### src/logic/fdc_pkg.sv
// Operation
// RULE1: The fan duty cycle is an 8-bit value of about 0.39 percent per step spanning 0 to 100 percent, resetting near one third.
// RULE2: In direct-duty mode a duty register write changes the output duty at once, with no wait for a period end or a ramp.
// RULE3: Reading the duty register returns the duty that is driving the fan output, whatever mode produced it.
// RULE4: In direct-duty mode the written duty value becomes the value driving the fan output.
// RULE5: Outside direct-duty mode a duty write leaves the fan output alone and is kept in a holding store.
// RULE6: Switching into direct-duty mode drives the fan output from the holding store at once.
// RULE7: A ramp configuration register resets to 0x52 and holds a ramp enable, a 2-bit step, a 3-bit rate and a 2-bit threshold.
// RULE8: The local sensor mapping register resets to 0x41 with a 5-bit low-temperature point above a 3-bit slope.
// RULE9: The remote sensor mapping register resets to 0x61 with a 5-bit low-temperature point above a 3-bit slope.
// RULE10: In automatic temperature mode, at or below the low-temperature point, the output uses a low-temperature duty resetting to 0x55.
// RULE11: The holding store resets to the duty register reset value so a mode switch before any write applies the default duty.
package fdc_pkg;

  // Register offsets as seen through the serial management port.
  localparam logic [7:0] FDC_OFS_CONFIG   = 8'h00;
  localparam logic [7:0] FDC_OFS_LOW_DUTY = 8'h21;
  localparam logic [7:0] FDC_OFS_DUTY     = 8'h22;
  localparam logic [7:0] FDC_OFS_RAMP     = 8'h23;
  localparam logic [7:0] FDC_OFS_LOCAL    = 8'h24;
  localparam logic [7:0] FDC_OFS_REMOTE   = 8'h25;

  // Reset values.
  localparam logic [7:0] FDC_RST_CONFIG   = 8'h00;
  localparam logic [7:0] FDC_RST_DUTY     = 8'h55;
  localparam logic [7:0] FDC_RST_LOW_DUTY = 8'h55;
  localparam logic [7:0] FDC_RST_RAMP     = 8'h52;
  localparam logic [7:0] FDC_RST_LOCAL    = 8'h41;
  localparam logic [7:0] FDC_RST_REMOTE   = 8'h61;
  localparam logic [7:0] FDC_READ_UNMAPPED = 8'h00;

  // Field positions.
  localparam int FDC_MODE_LSB  = 0;
  localparam int FDC_RAMP_ON   = 7;
  localparam int FDC_STEP_LSB  = 5;
  localparam int FDC_RATE_LSB  = 2;
  localparam int FDC_THR_LSB   = 0;
  localparam int FDC_PT_LSB    = 3;
  localparam int FDC_SLOPE_LSB = 0;

  // Fan control modes held in the configuration register.
  localparam logic [1:0] FDC_MODE_AUTO   = 2'h0;
  localparam logic [1:0] FDC_MODE_RPM    = 2'h1;
  localparam logic [1:0] FDC_MODE_DIRECT = 2'h2;

  // The pulse-width period is 255 counts so that 0xff reads as full on.
  localparam logic [7:0] FDC_PWM_LAST = 8'hfe;
  localparam logic [7:0] FDC_DUTY_MAX = 8'hff;

  // Serial port constants.
  localparam logic [6:0] FDC_DEV_ADDR  = 7'h18;  // Arbitrary value.
  localparam logic [3:0] FDC_BITS_BYTE = 4'h8;
  localparam logic [3:0] FDC_BIT_LAST  = 4'h7;

  // Base ramp update interval; the rate field doubles it per step.
  localparam int FDC_RAMP_BASE_NS   = 1000000;
  localparam int FDC_CLK_PERIOD_NS  = 10;
  localparam int FDC_RAMP_BASE_CYC  = FDC_RAMP_BASE_NS / FDC_CLK_PERIOD_NS;

  typedef enum logic [4:0] {
    FDC_ST_IDLE = 5'b00001,
    FDC_ST_RX   = 5'b00010,
    FDC_ST_ACK  = 5'b00100,
    FDC_ST_TX   = 5'b01000,
    FDC_ST_RACK = 5'b10000
  } fdc_state_type;

  typedef enum logic [2:0] {
    FDC_BYTE_ADDR = 3'b001,
    FDC_BYTE_CMD  = 3'b010,
    FDC_BYTE_DATA = 3'b100
  } fdc_byte_type;

endpackage

### src/logic/fdc_top.sv
`timescale 1ns/1ps
`default_nettype none
module fdc_top #(
  parameter int RAMP_BASE_CYCLES = fdc_pkg::FDC_RAMP_BASE_CYC
) (
  input  wire logic       CLK_I,
  input  wire logic       RST_N_I,
  input  wire logic       SCL_I,
  input  wire logic       SDA_I,
  output logic            SDA_O,
  output logic            SDA_OE_N_O,
  input  wire logic [7:0] LOCAL_TEMP_I,
  input  wire logic [7:0] REMOTE_TEMP_I,
  output logic            PWM_O
);

  // Pin synchronisers; the first stage feeds only the second.
  logic       scl_m_q, scl_s_q, scl_d_q;
  logic       sda_m_q, sda_s_q, sda_d_q;
  always_ff @(posedge CLK_I) begin
    if (!RST_N_I) begin
      scl_m_q <= 1'b1;
      scl_s_q <= 1'b1;
      scl_d_q <= 1'b1;
      sda_m_q <= 1'b1;
      sda_s_q <= 1'b1;
      sda_d_q <= 1'b1;
    end else begin
      scl_m_q <= SCL_I;
      scl_s_q <= scl_m_q;
      scl_d_q <= scl_s_q;
      sda_m_q <= SDA_I;
      sda_s_q <= sda_m_q;
      sda_d_q <= sda_s_q;
    end
  end

  // Bus events seen on the synchronised lines.
  wire scl_rise = scl_s_q & ~scl_d_q;
  wire scl_fall = ~scl_s_q & scl_d_q;
  wire bus_start = scl_s_q & scl_d_q & sda_d_q & ~sda_s_q;
  wire bus_stop  = scl_s_q & scl_d_q & ~sda_d_q & sda_s_q;

  fdc_pkg::fdc_state_type state_q;
  fdc_pkg::fdc_byte_type  kind_q;
  logic [7:0] rx_sh_q, tx_sh_q, ptr_q;
  logic [3:0] bit_cnt_q;
  logic       rd_q, sda_oe_n_q;

  // Registers of the block.
  logic [7:0] config_q, hold_q, low_duty_q, ramp_q, local_q, remote_q;
  logic [7:0] auto_q, pwm_cnt_q;
  logic       pwm_q;
  logic [23:0] tick_cnt_q;

  // Byte completion and the resulting register write.
  wire byte_done = (state_q == fdc_pkg::FDC_ST_RX) & scl_fall & (bit_cnt_q == fdc_pkg::FDC_BITS_BYTE);
  wire addr_hit  = rx_sh_q[7:1] == fdc_pkg::FDC_DEV_ADDR;
  wire wr_en     = byte_done & (kind_q == fdc_pkg::FDC_BYTE_DATA);
  wire wr_config = wr_en & (ptr_q == fdc_pkg::FDC_OFS_CONFIG);
  wire wr_low    = wr_en & (ptr_q == fdc_pkg::FDC_OFS_LOW_DUTY);
  wire wr_duty   = wr_en & (ptr_q == fdc_pkg::FDC_OFS_DUTY);
  wire wr_ramp   = wr_en & (ptr_q == fdc_pkg::FDC_OFS_RAMP);
  wire wr_local  = wr_en & (ptr_q == fdc_pkg::FDC_OFS_LOCAL);
  wire wr_remote = wr_en & (ptr_q == fdc_pkg::FDC_OFS_REMOTE);

  // Duty selection: direct mode reads the holding store, so a write there shows at once.
  wire [1:0] mode       = config_q[fdc_pkg::FDC_MODE_LSB +: 2];
  wire       direct     = mode == fdc_pkg::FDC_MODE_DIRECT;
  wire [7:0] duty_value = direct ? hold_q : auto_q;  // see RULE2 see RULE4 see RULE6

  // Read mux; the duty offset returns the live duty, not the stored write.
  wire [7:0] rd_data =
    (ptr_q == fdc_pkg::FDC_OFS_CONFIG)   ? config_q   :
    (ptr_q == fdc_pkg::FDC_OFS_LOW_DUTY) ? low_duty_q :
    (ptr_q == fdc_pkg::FDC_OFS_DUTY)     ? duty_value :  // see RULE3
    (ptr_q == fdc_pkg::FDC_OFS_RAMP)     ? ramp_q     :
    (ptr_q == fdc_pkg::FDC_OFS_LOCAL)    ? local_q    :
    (ptr_q == fdc_pkg::FDC_OFS_REMOTE)   ? remote_q   : fdc_pkg::FDC_READ_UNMAPPED;

  // Open-drain drive: low during an acknowledge or a zero data bit.
  wire sda_drive = (state_q == fdc_pkg::FDC_ST_ACK) |
                   ((state_q == fdc_pkg::FDC_ST_TX) & ~tx_sh_q[7]);

  // Serial slave sequencer: address, register pointer, then data bytes.
  always_ff @(posedge CLK_I) begin
    if (!RST_N_I) begin
      state_q    <= fdc_pkg::FDC_ST_IDLE;
      kind_q     <= fdc_pkg::FDC_BYTE_ADDR;
      rx_sh_q    <= 8'h00;
      tx_sh_q    <= 8'h00;
      ptr_q      <= 8'h00;
      bit_cnt_q  <= 4'h0;
      rd_q       <= 1'b0;
      sda_oe_n_q <= 1'b1;
    end else begin
      sda_oe_n_q <= ~sda_drive;
      if (bus_start) begin
        state_q   <= fdc_pkg::FDC_ST_RX;
        kind_q    <= fdc_pkg::FDC_BYTE_ADDR;
        bit_cnt_q <= 4'h0;
      end else if (bus_stop) begin
        state_q <= fdc_pkg::FDC_ST_IDLE;
      end else begin
        case (state_q)
          fdc_pkg::FDC_ST_IDLE: begin
            bit_cnt_q <= 4'h0;
          end
          fdc_pkg::FDC_ST_RX: begin
            if (scl_rise && bit_cnt_q != fdc_pkg::FDC_BITS_BYTE) begin
              rx_sh_q   <= {rx_sh_q[6:0], sda_s_q};
              bit_cnt_q <= bit_cnt_q + 4'h1;
            end
            if (byte_done) begin
              bit_cnt_q <= 4'h0;
              state_q   <= fdc_pkg::FDC_ST_ACK;
              if (kind_q == fdc_pkg::FDC_BYTE_ADDR) begin
                rd_q <= rx_sh_q[0];
                if (!addr_hit) begin
                  state_q <= fdc_pkg::FDC_ST_IDLE;  // Not ours: stay off the bus.
                end
              end else if (kind_q == fdc_pkg::FDC_BYTE_CMD) begin
                ptr_q <= rx_sh_q;
              end
            end
          end
          fdc_pkg::FDC_ST_ACK: begin
            if (scl_fall) begin
              if (kind_q == fdc_pkg::FDC_BYTE_ADDR && rd_q) begin
                state_q <= fdc_pkg::FDC_ST_TX;
                tx_sh_q <= rd_data;
              end else begin
                state_q <= fdc_pkg::FDC_ST_RX;
                kind_q  <= (kind_q == fdc_pkg::FDC_BYTE_ADDR) ? fdc_pkg::FDC_BYTE_CMD : fdc_pkg::FDC_BYTE_DATA;
              end
            end
          end
          fdc_pkg::FDC_ST_TX: begin
            if (scl_fall) begin
              tx_sh_q   <= {tx_sh_q[6:0], 1'b0};
              bit_cnt_q <= bit_cnt_q + 4'h1;
              if (bit_cnt_q == fdc_pkg::FDC_BIT_LAST) begin
                state_q   <= fdc_pkg::FDC_ST_RACK;
                bit_cnt_q <= 4'h0;
              end
            end
          end
          fdc_pkg::FDC_ST_RACK: begin
            // A master that does not acknowledge ends the read.
            if (scl_rise && sda_s_q) begin
              state_q <= fdc_pkg::FDC_ST_IDLE;
            end else if (scl_fall) begin
              state_q <= fdc_pkg::FDC_ST_TX;
              tx_sh_q <= rd_data;
            end
          end
          default: begin
            state_q <= fdc_pkg::FDC_ST_IDLE;
          end
        endcase
      end
    end
  end

  // Software registers; the holding store takes every duty write in any mode.
  always_ff @(posedge CLK_I) begin
    if (!RST_N_I) begin
      config_q   <= fdc_pkg::FDC_RST_CONFIG;
      hold_q     <= fdc_pkg::FDC_RST_DUTY;  // see RULE11 see RULE1
      low_duty_q <= fdc_pkg::FDC_RST_LOW_DUTY;  // see RULE10
      ramp_q     <= fdc_pkg::FDC_RST_RAMP;  // see RULE7
      local_q    <= fdc_pkg::FDC_RST_LOCAL;  // see RULE8
      remote_q   <= fdc_pkg::FDC_RST_REMOTE;  // see RULE9
    end else begin
      if (wr_config) config_q <= rx_sh_q;
      if (wr_duty) hold_q <= rx_sh_q;  // see RULE5
      if (wr_low) low_duty_q <= rx_sh_q;
      if (wr_ramp) ramp_q <= rx_sh_q;
      if (wr_local) local_q <= rx_sh_q;
      if (wr_remote) remote_q <= rx_sh_q;
    end
  end

  // Temperature to duty mapping: low-temperature duty at or below the point, then
  // a rise of 2^slope counts per degree, saturating at full on.
  function automatic logic [7:0] fdc_map(input logic [7:0] temp, input logic [7:0] map,
                                         input logic [7:0] base);
    logic [7:0]  point;
    logic [7:0]  over;
    logic [15:0] sum;
    point = {map[fdc_pkg::FDC_PT_LSB +: 5], 3'h0} >> 1;
    over  = temp - point;
    sum   = {8'h00, base} + ({8'h00, over} << map[fdc_pkg::FDC_SLOPE_LSB +: 3]);
    if (temp <= point) begin
      fdc_map = base;  // see RULE10
    end else if (sum > {8'h00, fdc_pkg::FDC_DUTY_MAX}) begin
      fdc_map = fdc_pkg::FDC_DUTY_MAX;
    end else begin
      fdc_map = sum[7:0];
    end
  endfunction

  wire [7:0] loc_tgt = fdc_map(LOCAL_TEMP_I, local_q, low_duty_q);
  wire [7:0] rem_tgt = fdc_map(REMOTE_TEMP_I, remote_q, low_duty_q);
  wire [7:0] target  = (loc_tgt > rem_tgt) ? loc_tgt : rem_tgt;

  // Ramp pacing: the step size and interval come from the ramp register.
  wire        ramp_on   = ramp_q[fdc_pkg::FDC_RAMP_ON];
  wire [7:0]  step_size = 8'h01 << ramp_q[fdc_pkg::FDC_STEP_LSB +: 2];
  wire [23:0] tick_lim  = 24'(RAMP_BASE_CYCLES) << ramp_q[fdc_pkg::FDC_RATE_LSB +: 3];
  wire        tick      = tick_cnt_q >= tick_lim - 24'h1;
  wire [8:0]  up_sum    = {1'b0, auto_q} + {1'b0, step_size};
  wire [7:0]  ramp_up   = (up_sum[7:0] > target || up_sum[8]) ? target : up_sum[7:0];
  // The compare is one bit wider so a target near full on cannot wrap and let the step undershoot.
  wire [7:0]  ramp_dn   = ({1'b0, auto_q} < {1'b0, target} + {1'b0, step_size}) ? target : auto_q - step_size;

  // Automatic duty; the speed-loop mode simply holds the last value here.
  always_ff @(posedge CLK_I) begin
    if (!RST_N_I) begin
      auto_q     <= fdc_pkg::FDC_RST_DUTY;
      tick_cnt_q <= 24'h000000;
    end else begin
      tick_cnt_q <= tick ? 24'h000000 : tick_cnt_q + 24'h000001;
      if (mode == fdc_pkg::FDC_MODE_AUTO) begin
        if (!ramp_on) begin
          auto_q <= target;
        end else if (tick) begin
          auto_q <= (auto_q < target) ? ramp_up : ramp_dn;
        end
      end else if (direct) begin
        auto_q <= hold_q;  // Leaving direct mode starts from the duty in force.
      end
    end
  end

  // Pulse-width output over a 255-count period; 0x00 is off, 0xff is fully on.
  always_ff @(posedge CLK_I) begin
    if (!RST_N_I) begin
      pwm_cnt_q <= 8'h00;
      pwm_q     <= 1'b0;
    end else begin
      pwm_cnt_q <= (pwm_cnt_q == fdc_pkg::FDC_PWM_LAST) ? 8'h00 : pwm_cnt_q + 8'h01;
      pwm_q     <= pwm_cnt_q < duty_value;  // see RULE1 see RULE2
    end
  end

  assign PWM_O      = pwm_q;
  assign SDA_O      = 1'b0;
  assign SDA_OE_N_O = sda_oe_n_q;

endmodule // fdc_top
`default_nettype wire

### config.mk
export PLATFORM = sky130hd
export DESIGN_NAME = fdc_top
export DESIGN_NICKNAME = d
export VERILOG_FILES = /design/src/logic/fdc_pkg.sv /design/src/logic/fdc_top.sv
export SDC_FILE = /design/constraint.sdc
export NUM_CORES = 1
export LEC_CHECK = 0
export ABC_CLOCK_PERIOD_IN_PS = 9750
export BUFFER_PORTS_ARGS = -buffer_cell sky130_fd_sc_hd__buf_2
export CORE_AREA = 10 10 159 308
export DETAILED_ROUTE_END_ITERATION = 6
export DIE_AREA = 0 0 169 318
export HOLD_SLACK_MARGIN = 0.03
export PLACE_DENSITY_LB_ADDON = 0.08
export SYNTH_ARGS = -nofsm -noshare
export SYNTH_HDL_FRONTEND = slang
export SYNTH_SLANG_ARGS = --single-unit
### constraint.sdc
create_clock -name CLK_I -period 9.75 [get_ports CLK_I]
set_input_delay 0.4875 -clock CLK_I [delete_from_list [all_inputs] [get_ports CLK_I]]
set_output_delay 0.4875 -clock CLK_I [all_outputs]
set_load 0.005 [all_outputs]
; After elaboration in Yosys (flattened, before gate mapping)
; Cells that the tools add are included.
[totals]
reg_bits = 133
out_inout_bits = 3
wordCells = 177
[op_classes]
add_sub_neg = 11
n_lt_le_gt_ge = 10
n_eq_ne = 35
shift = 4
mux = 42
bitwise_logic = 30
reduce_logical = 20
[ops]
columns = cell, n
row1 = $mux W8, 23
row2 = $eq A8 B6 Y1 const B, 5
row3 = $add A8 B16 Y16, 2
row4 = $gt A16 B8 Y1 const B, 2
row5 = $shl A8 B3 Y16, 2
row6 = $mux W5, 6
row7 = $pmux W5 S5, 1
row8 = $add A24 B1 Y24 const B, 1
row9 = $ge A24 B24 Y1, 1
row10 = $pmux W8 S3, 1
row11 = $shl A17 B3 Y24 const A, 1
row12 = $sub A24 B1 Y24 const B, 1
row13 = $mux W4, 5
row14 = $add A8 B8 Y9, 2
row15 = $reduce_and A6 Y1, 3
row16 = $and A1 B1 Y1, 17
row17 = $gt A8 B8 Y1, 2
row18 = $le A8 B7 Y1, 2
row19 = $lt A8 B8 Y1, 2
row20 = $ne A4 B4 Y1 const B, 4
row21 = $sub A8 B7 Y8, 2
row22 = $not A1 Y1, 12
row23 = $pmux W4 S3, 1
row24 = $reduce_and A4 Y1, 3
row25 = 36 further kinds, 51

; Depth between registers and ports, before layout
[logic_depth]
depth_word = 15
depth_mapped = 42
depth_no_buf = 41

; Least setup slack after synthesis
; No wires, ideal clock.
[synth_path]
kind = input -> register
from = input port LOCAL_TEMP_I[2]
to = register auto_q[2]
setup_time_ns = 0.078
arrival_ns = 8.255
slack_ns = 1.417
cell_stages = 40
cell_sequence = inv_1 ha_1 fa_1 nand2b_1 o2bb2ai_1 xor2_1 nor2_1 o31ai_1 mux2i_1 ha_1 o21ai_0 a21oi_1 or2_2 mux2i_1 and2_1 clkbuf_1 a31oi_1 ha_1 [... 4 more ...] a31o_2 buf_1 mux2i_1 inv_1 ha_1 fa_1 inv_1 ha_1 a21boi_0 o21ai_0 nand2b_1 a21o_1 a21o_1 a21oi_1 o21ai_0 o31ai_4 or4_1 a32oi_1
[synth_between]
elab_chain_len = 15
elab_cells_between_ends = 20
[synth_lines]
columns = item, line_no
row1 = start: declaration, fdc_top.sv:12  ; input wire logic [7:0] LOCAL_TEMP_I,
row2 = $sub A8 B7 Y8, fdc_top.sv:192  ; over = temp - point;
row3 = $shl A8 B3 Y16, fdc_top.sv:193  ; sum = {8'h00, base} + ({8'h00, over} << map[fdc_pkg::FDC_SLOPE_LSB +: 3]);
row4 = $add A8 B16 Y16, fdc_top.sv:193
row5 = $gt A16 B8 Y1, fdc_top.sv:196  ; end else if (sum > {8'h00, fdc_pkg::FDC_DUTY_MAX}) begin
row6 = $mux W8, fdc_top.sv:196
row7 = $mux W8 *, fdc_top.sv:194  ; if (temp <= point) begin
row8 = $gt A8 B8 Y1, fdc_top.sv:205  ; wire [7:0] target = (loc_tgt > rem_tgt) ? loc_tgt : rem_tgt;
row9 = $mux W8 *, fdc_top.sv:205
row10 = $add A8 B8 Y9 / $gt A8 B8 Y1 (equally long branches), "fdc_top.sv:215, fdc_top.sv:213"
row11 = $lt A8 B9 Y1 / $logic_or A1 B1 Y1 (equally long branches), "fdc_top.sv:215, fdc_top.sv:213"
row12 = "$mux W8, on equally long branches", "fdc_top.sv:215, fdc_top.sv:213"
row13 = $mux W8, fdc_top.sv:228  ; auto_q <= (auto_q < target) ? ramp_up : ramp_dn;
row14 = $mux W8, fdc_top.sv:227  ; end else if (tick) begin
row15 = $mux W8 *, fdc_top.sv:225  ; if (!ramp_on) begin
row16 = $mux W8 *, fdc_top.sv:224  ; if (mode == fdc_pkg::FDC_MODE_AUTO) begin
row17 = end signal: assignment, fdc_top.sv:226  ; auto_q <= target;
row18 = end signal: assignment, fdc_top.sv:228
row19 = end signal: assignment, fdc_top.sv:231  ; auto_q <= hold_q;
row20 = end: declaration, fdc_top.sv:52  ; logic [7:0] auto_q, pwm_cnt_q;
; Every way passes the cells marked *; elsewhere a longest branch is shown, timed or not. The select of a mux whose other input is x is not followed.
; A chain may end at the register's enable or synchronous reset.

; Worst setup path after layout
[layout_path]
from = register local_q[3]
to = register auto_q[0]
[layout_between]
elab_chain_len = 15
elab_cells_between_ends = 20
[layout_lines]
columns = item, line_no
row1 = start: declaration, fdc_top.sv:51  ; logic [7:0] config_q, hold_q, low_duty_q, ramp_q, local_q, remote_q;
row2 = start signal: assignment, fdc_top.sv:172  ; local_q <= fdc_pkg::FDC_RST_LOCAL;
row3 = start signal: assignment, fdc_top.sv:179  ; if (wr_local) local_q <= rx_sh_q;
row4 = $sub A8 B7 Y8, fdc_top.sv:192
row5 = $shl A8 B3 Y16, fdc_top.sv:193
row6 = $add A8 B16 Y16, fdc_top.sv:193
row7 = $gt A16 B8 Y1, fdc_top.sv:196
row8 = $mux W8, fdc_top.sv:196
row9 = $mux W8 *, fdc_top.sv:194
row10 = $gt A8 B8 Y1, fdc_top.sv:205
row11 = $mux W8 *, fdc_top.sv:205
row12 = $add A8 B8 Y9 / $gt A8 B8 Y1 (equally long branches), "fdc_top.sv:215, fdc_top.sv:213"
row13 = $lt A8 B9 Y1 / $logic_or A1 B1 Y1 (equally long branches), "fdc_top.sv:215, fdc_top.sv:213"
row14 = "$mux W8, on equally long branches", "fdc_top.sv:215, fdc_top.sv:213"
row15 = $mux W8, fdc_top.sv:228
row16 = $mux W8, fdc_top.sv:227
row17 = $mux W8 *, fdc_top.sv:225
row18 = $mux W8 *, fdc_top.sv:224
; Marked as above.

==> summary.md <==
| Metric | Value |
|---|---|
| Status | `finished clean` |
| Global-route wire length before repair | `59.9 mm` |
| Starting density of the core | `0.247` |
| Drt drc | `0` |
| Non-filler instance count after layout | `about 1900` |
| Post-route minimum period | `between 8 and 9 ns` |
| Total Wirelength | `38.6 mm` |
| Initial antenna violation count | `1` |
| Setup TNS | `0 ns` |
| Total clock buffers created by CTS | `17` |
| R2R Setup Slk | `0.95 ns` |
| Share of layout cells above drive strength 1 | `0.0689` |
| Final hold vios | `0` |
| Wire length per cell | `20.3 um` |
| Area contributors post-synth | `dfxtp_1 25%, ha_1 13%, mux2i_1 8.4%, nor2_1 6.9%, a21oi_1 3.8%` |
| Slowest cell on crit path | `fa_1` |
| Buffers and inverters on the worst path | `2` |
| Vias per cell | `between 5 and 6` |
| Syn_area_per_cell | `8.04 um2` |
| P_leak | `between 4 and 5 nW` |
| Max Fanout on Critical Path | `13` |
| Max-cap violations | `0` |
| Clock Tree Buf Depth | `2` |
| Dpl hpwl | `30.7 mm` |
| Setup-failing EPs final | `0` |
| Seq/Total Area, Yosys | `0.245` |
| Post-cts sizing count | `0` |
| Syn_nets | `1492` |
| Pre-CTS setup slack | `0.584 ns` |
| Largest net degree at the start of global routing | `63` |
| RSZ-0062 raised after global routing | `false` |
| Post-CTS Setup Inserts | `0` |
| Max-slew violations | `0` |
| I/O Buffers | `21` |
| CTS hold repair buffers | `0` |
| PwrDens | `154 nW/um2` |
| H-tree lvl count | `4` |
| ANT nets after route | `0` |
| # IOs | `23` |
| Ys flop type | `dfxtp_1` |
| Post-synth EDFFs | `0` |
| Yosys warnings | `0` |
| Total gr overflow | `0` |
| Gpl congestion | `a little over 0.8` |
| Count leader, synth | `nor2_1` |
| Worst endpoint required time | `10.08 ns` |
| Crit start category | `flip-flop` |
| Clk slew on worst S/H paths | `0.06 ns` |
| CTS tree | `done` |
| Clk root buf | `clkbuf_16` |
| Kind of critical path | `reg -> reg` |
| CP Capture Type | `flip-flop` |
| Core area | `between 40000 and 50000 um2` |
| Relative max-transition margin | `0.285` |
| Iteration-0 DRC Markers | `395` |
| Fill cell count | `4847` |
| Top cell type's share of synthesized area | `0.245` |
| Seq. cell area | `2660 um2` |
| Worst path max stage delay | `around 0.48 ns` |
| Multi-input gate area | `7710 um2` |
| Critical Path AT | `9.13 ns` |
| Synthesis-to-layout area growth | `11.0%` |
| Max IR drop VDD | `0.107 mV` |
| Vias | `9619` |
| Cell area after synthesis | `10900 um2` |
| Synth area leader | `dfxtp_1` |
| Hold Slack | `between 0.2 and 0.25 ns` |
| Syn Inst Count | `1351` |
| Slew @ Worst Pin | `1.07 ns` |
| Seq cells post-synth | `around 130` |
| Fin worst setup slack | `about 0.95 ns` |
| Synth cell types | `90` |
| Vias in the first global route | `between 10000 and 15000` |
| Fmax | `0.114 GHz` |
| Final net count | `between 1000 and 1500` |
| Post-synth top cells | `199 x nor2_1, 133 x dfxtp_1, 113 x ha_1, 91 x mux2i_1, 89 x nand2_1` |
| Die X | `169 um` |
| Post-synth ARST share | `0` |
| Die ar. | `53700 um2` |
| Site Rows | `between 100 and 150` |
| Max Clock Skew | `a little over 0.007 ns` |
| Top Family by Delay on Critical Path | `compound AO/OA/AOI/OAI gates` |
| Clk_lat worst skew | `0.44 ns` |
| Gr usage total | `0.144` |
| Clock sinks | `133` |
| Power, Total | `between 1.5 and 2 mW` |
| Worst hold path class | `in -> reg` |
| Die Y | `318 um` |
| Post-Place Cells | `approximately 1900` |
| DR pass1 iterations | `5` |
| Tcrit/Tclk final | `0.903` |
per-layer routing:
layer | vias up | GRT usage | part of all wire
li1 | 4819 | - | -
met1 | 4613 | 0.132 | 0.35
met2 | 121 | 0.294 | 0.59
met3 | 66 | 0.0161 | 0.016
met4 | 0 | 0.0718 | 0.042
met5 | - | 0 | 0
final timing paths:
| kind | to | start | cells after the start |
|---|---|---|---|
| max | auto_q[0]$_SDFFE_PN1P_ | local_q[3]$_SDFFE_PN0P_ | 35 |
| min | scl_m_q$_SDFF_PN1_ | SCL_I | 2 |
| max reg2reg | auto_q[0]$_SDFFE_PN1P_ | local_q[3]$_SDFFE_PN0P_ | 35 |
| min reg2reg | scl_s_q$_SDFF_PN1_ | scl_m_q$_SDFF_PN1_ | 1 |
flip-flops by register name, summed over array words and instances, names as in the netlist, 3 cells and up:
register    cells
local_q         8
config_q        8
tx_sh_q         8
pwm_cnt_q       8
tick_cnt_q     24
bit_cnt_q       4
hold_q          8
remote_q        8
ptr_q           8
rx_sh_q         8
state_q         5
auto_q          8
low_duty_q      8
ramp_q          8
kind_q          3
cells in the final DEF, fill, tap and decap left out, drive strengths merged, types with 7 or more instances in the layout:
cell    instances
mux2i          92
nand2          89
and3           15
nor3           21
o211ai         14
o21ai          69
xor2           37
o31ai           8
buf            31
and2            7
dfxtp         133
a222oi          7
nor2          200
a21o           25
nor4           10
xnor2          27
a211oi         15
nand4          15
or3             8
fa              8
a31oi          17
nand3          39
nor2b          21
ha            113
o21a           10
a21oi          84
mux2            8
nand3b          8
clkbuf         21
nand2b         29
inv            63
kinds of logic (layout without fill, tap and decap cells):
| kind of cell | count (synthesis) | count (layout) | share of synthesized area |
|---|---|---|---|
| AOI/OAI and AO/OA | 315 | 315 | 0.197 |
| xor gates and xnor gates | 64 | 64 | 0.0516 |
| adders and majority gates | 121 | 121 | 0.145 |
| buffers and inverters | 125 | 124 | 0.0454 |
| DFF | 133 | 133 | 0.245 |
| muxes | 103 | 103 | 0.101 |
| other | 1 | 2 | 0.000345 |
| and+or+nand+nor | 489 | 489 | 0.215 |
stage by stage:
step / utilization / instance area, um2
2_1_floorplan: - / 10900
3_3_place_gp: 0.261 / 11500
3_5_place_dp: 0.261 / 11500
4_1_cts: 0.274 / 12100
5_1_grt: 0.274 / 12100
6_report: 0.274 / 12100
layout make-up:
cell class | instances | area share
well taps | 555 | 0.0576
inverters | 63 | 0.0196
repair buffers | 31 | 0.0149
diodes | 1 | 0.000208
flip-flops and latches | 133 | 0.221
clock inverters | 9 | 0.0109
multi-input cells | 1093 | 0.639
clock buffers | 21 | 0.0365
where the power goes:
group          switching (mW)  total, mW  internal [mW]
logic                   0.383      0.617          0.233
clock network           0.260      0.658          0.398
registers              0.0265      0.581          0.554
Power figures use the tool's default switching activity.
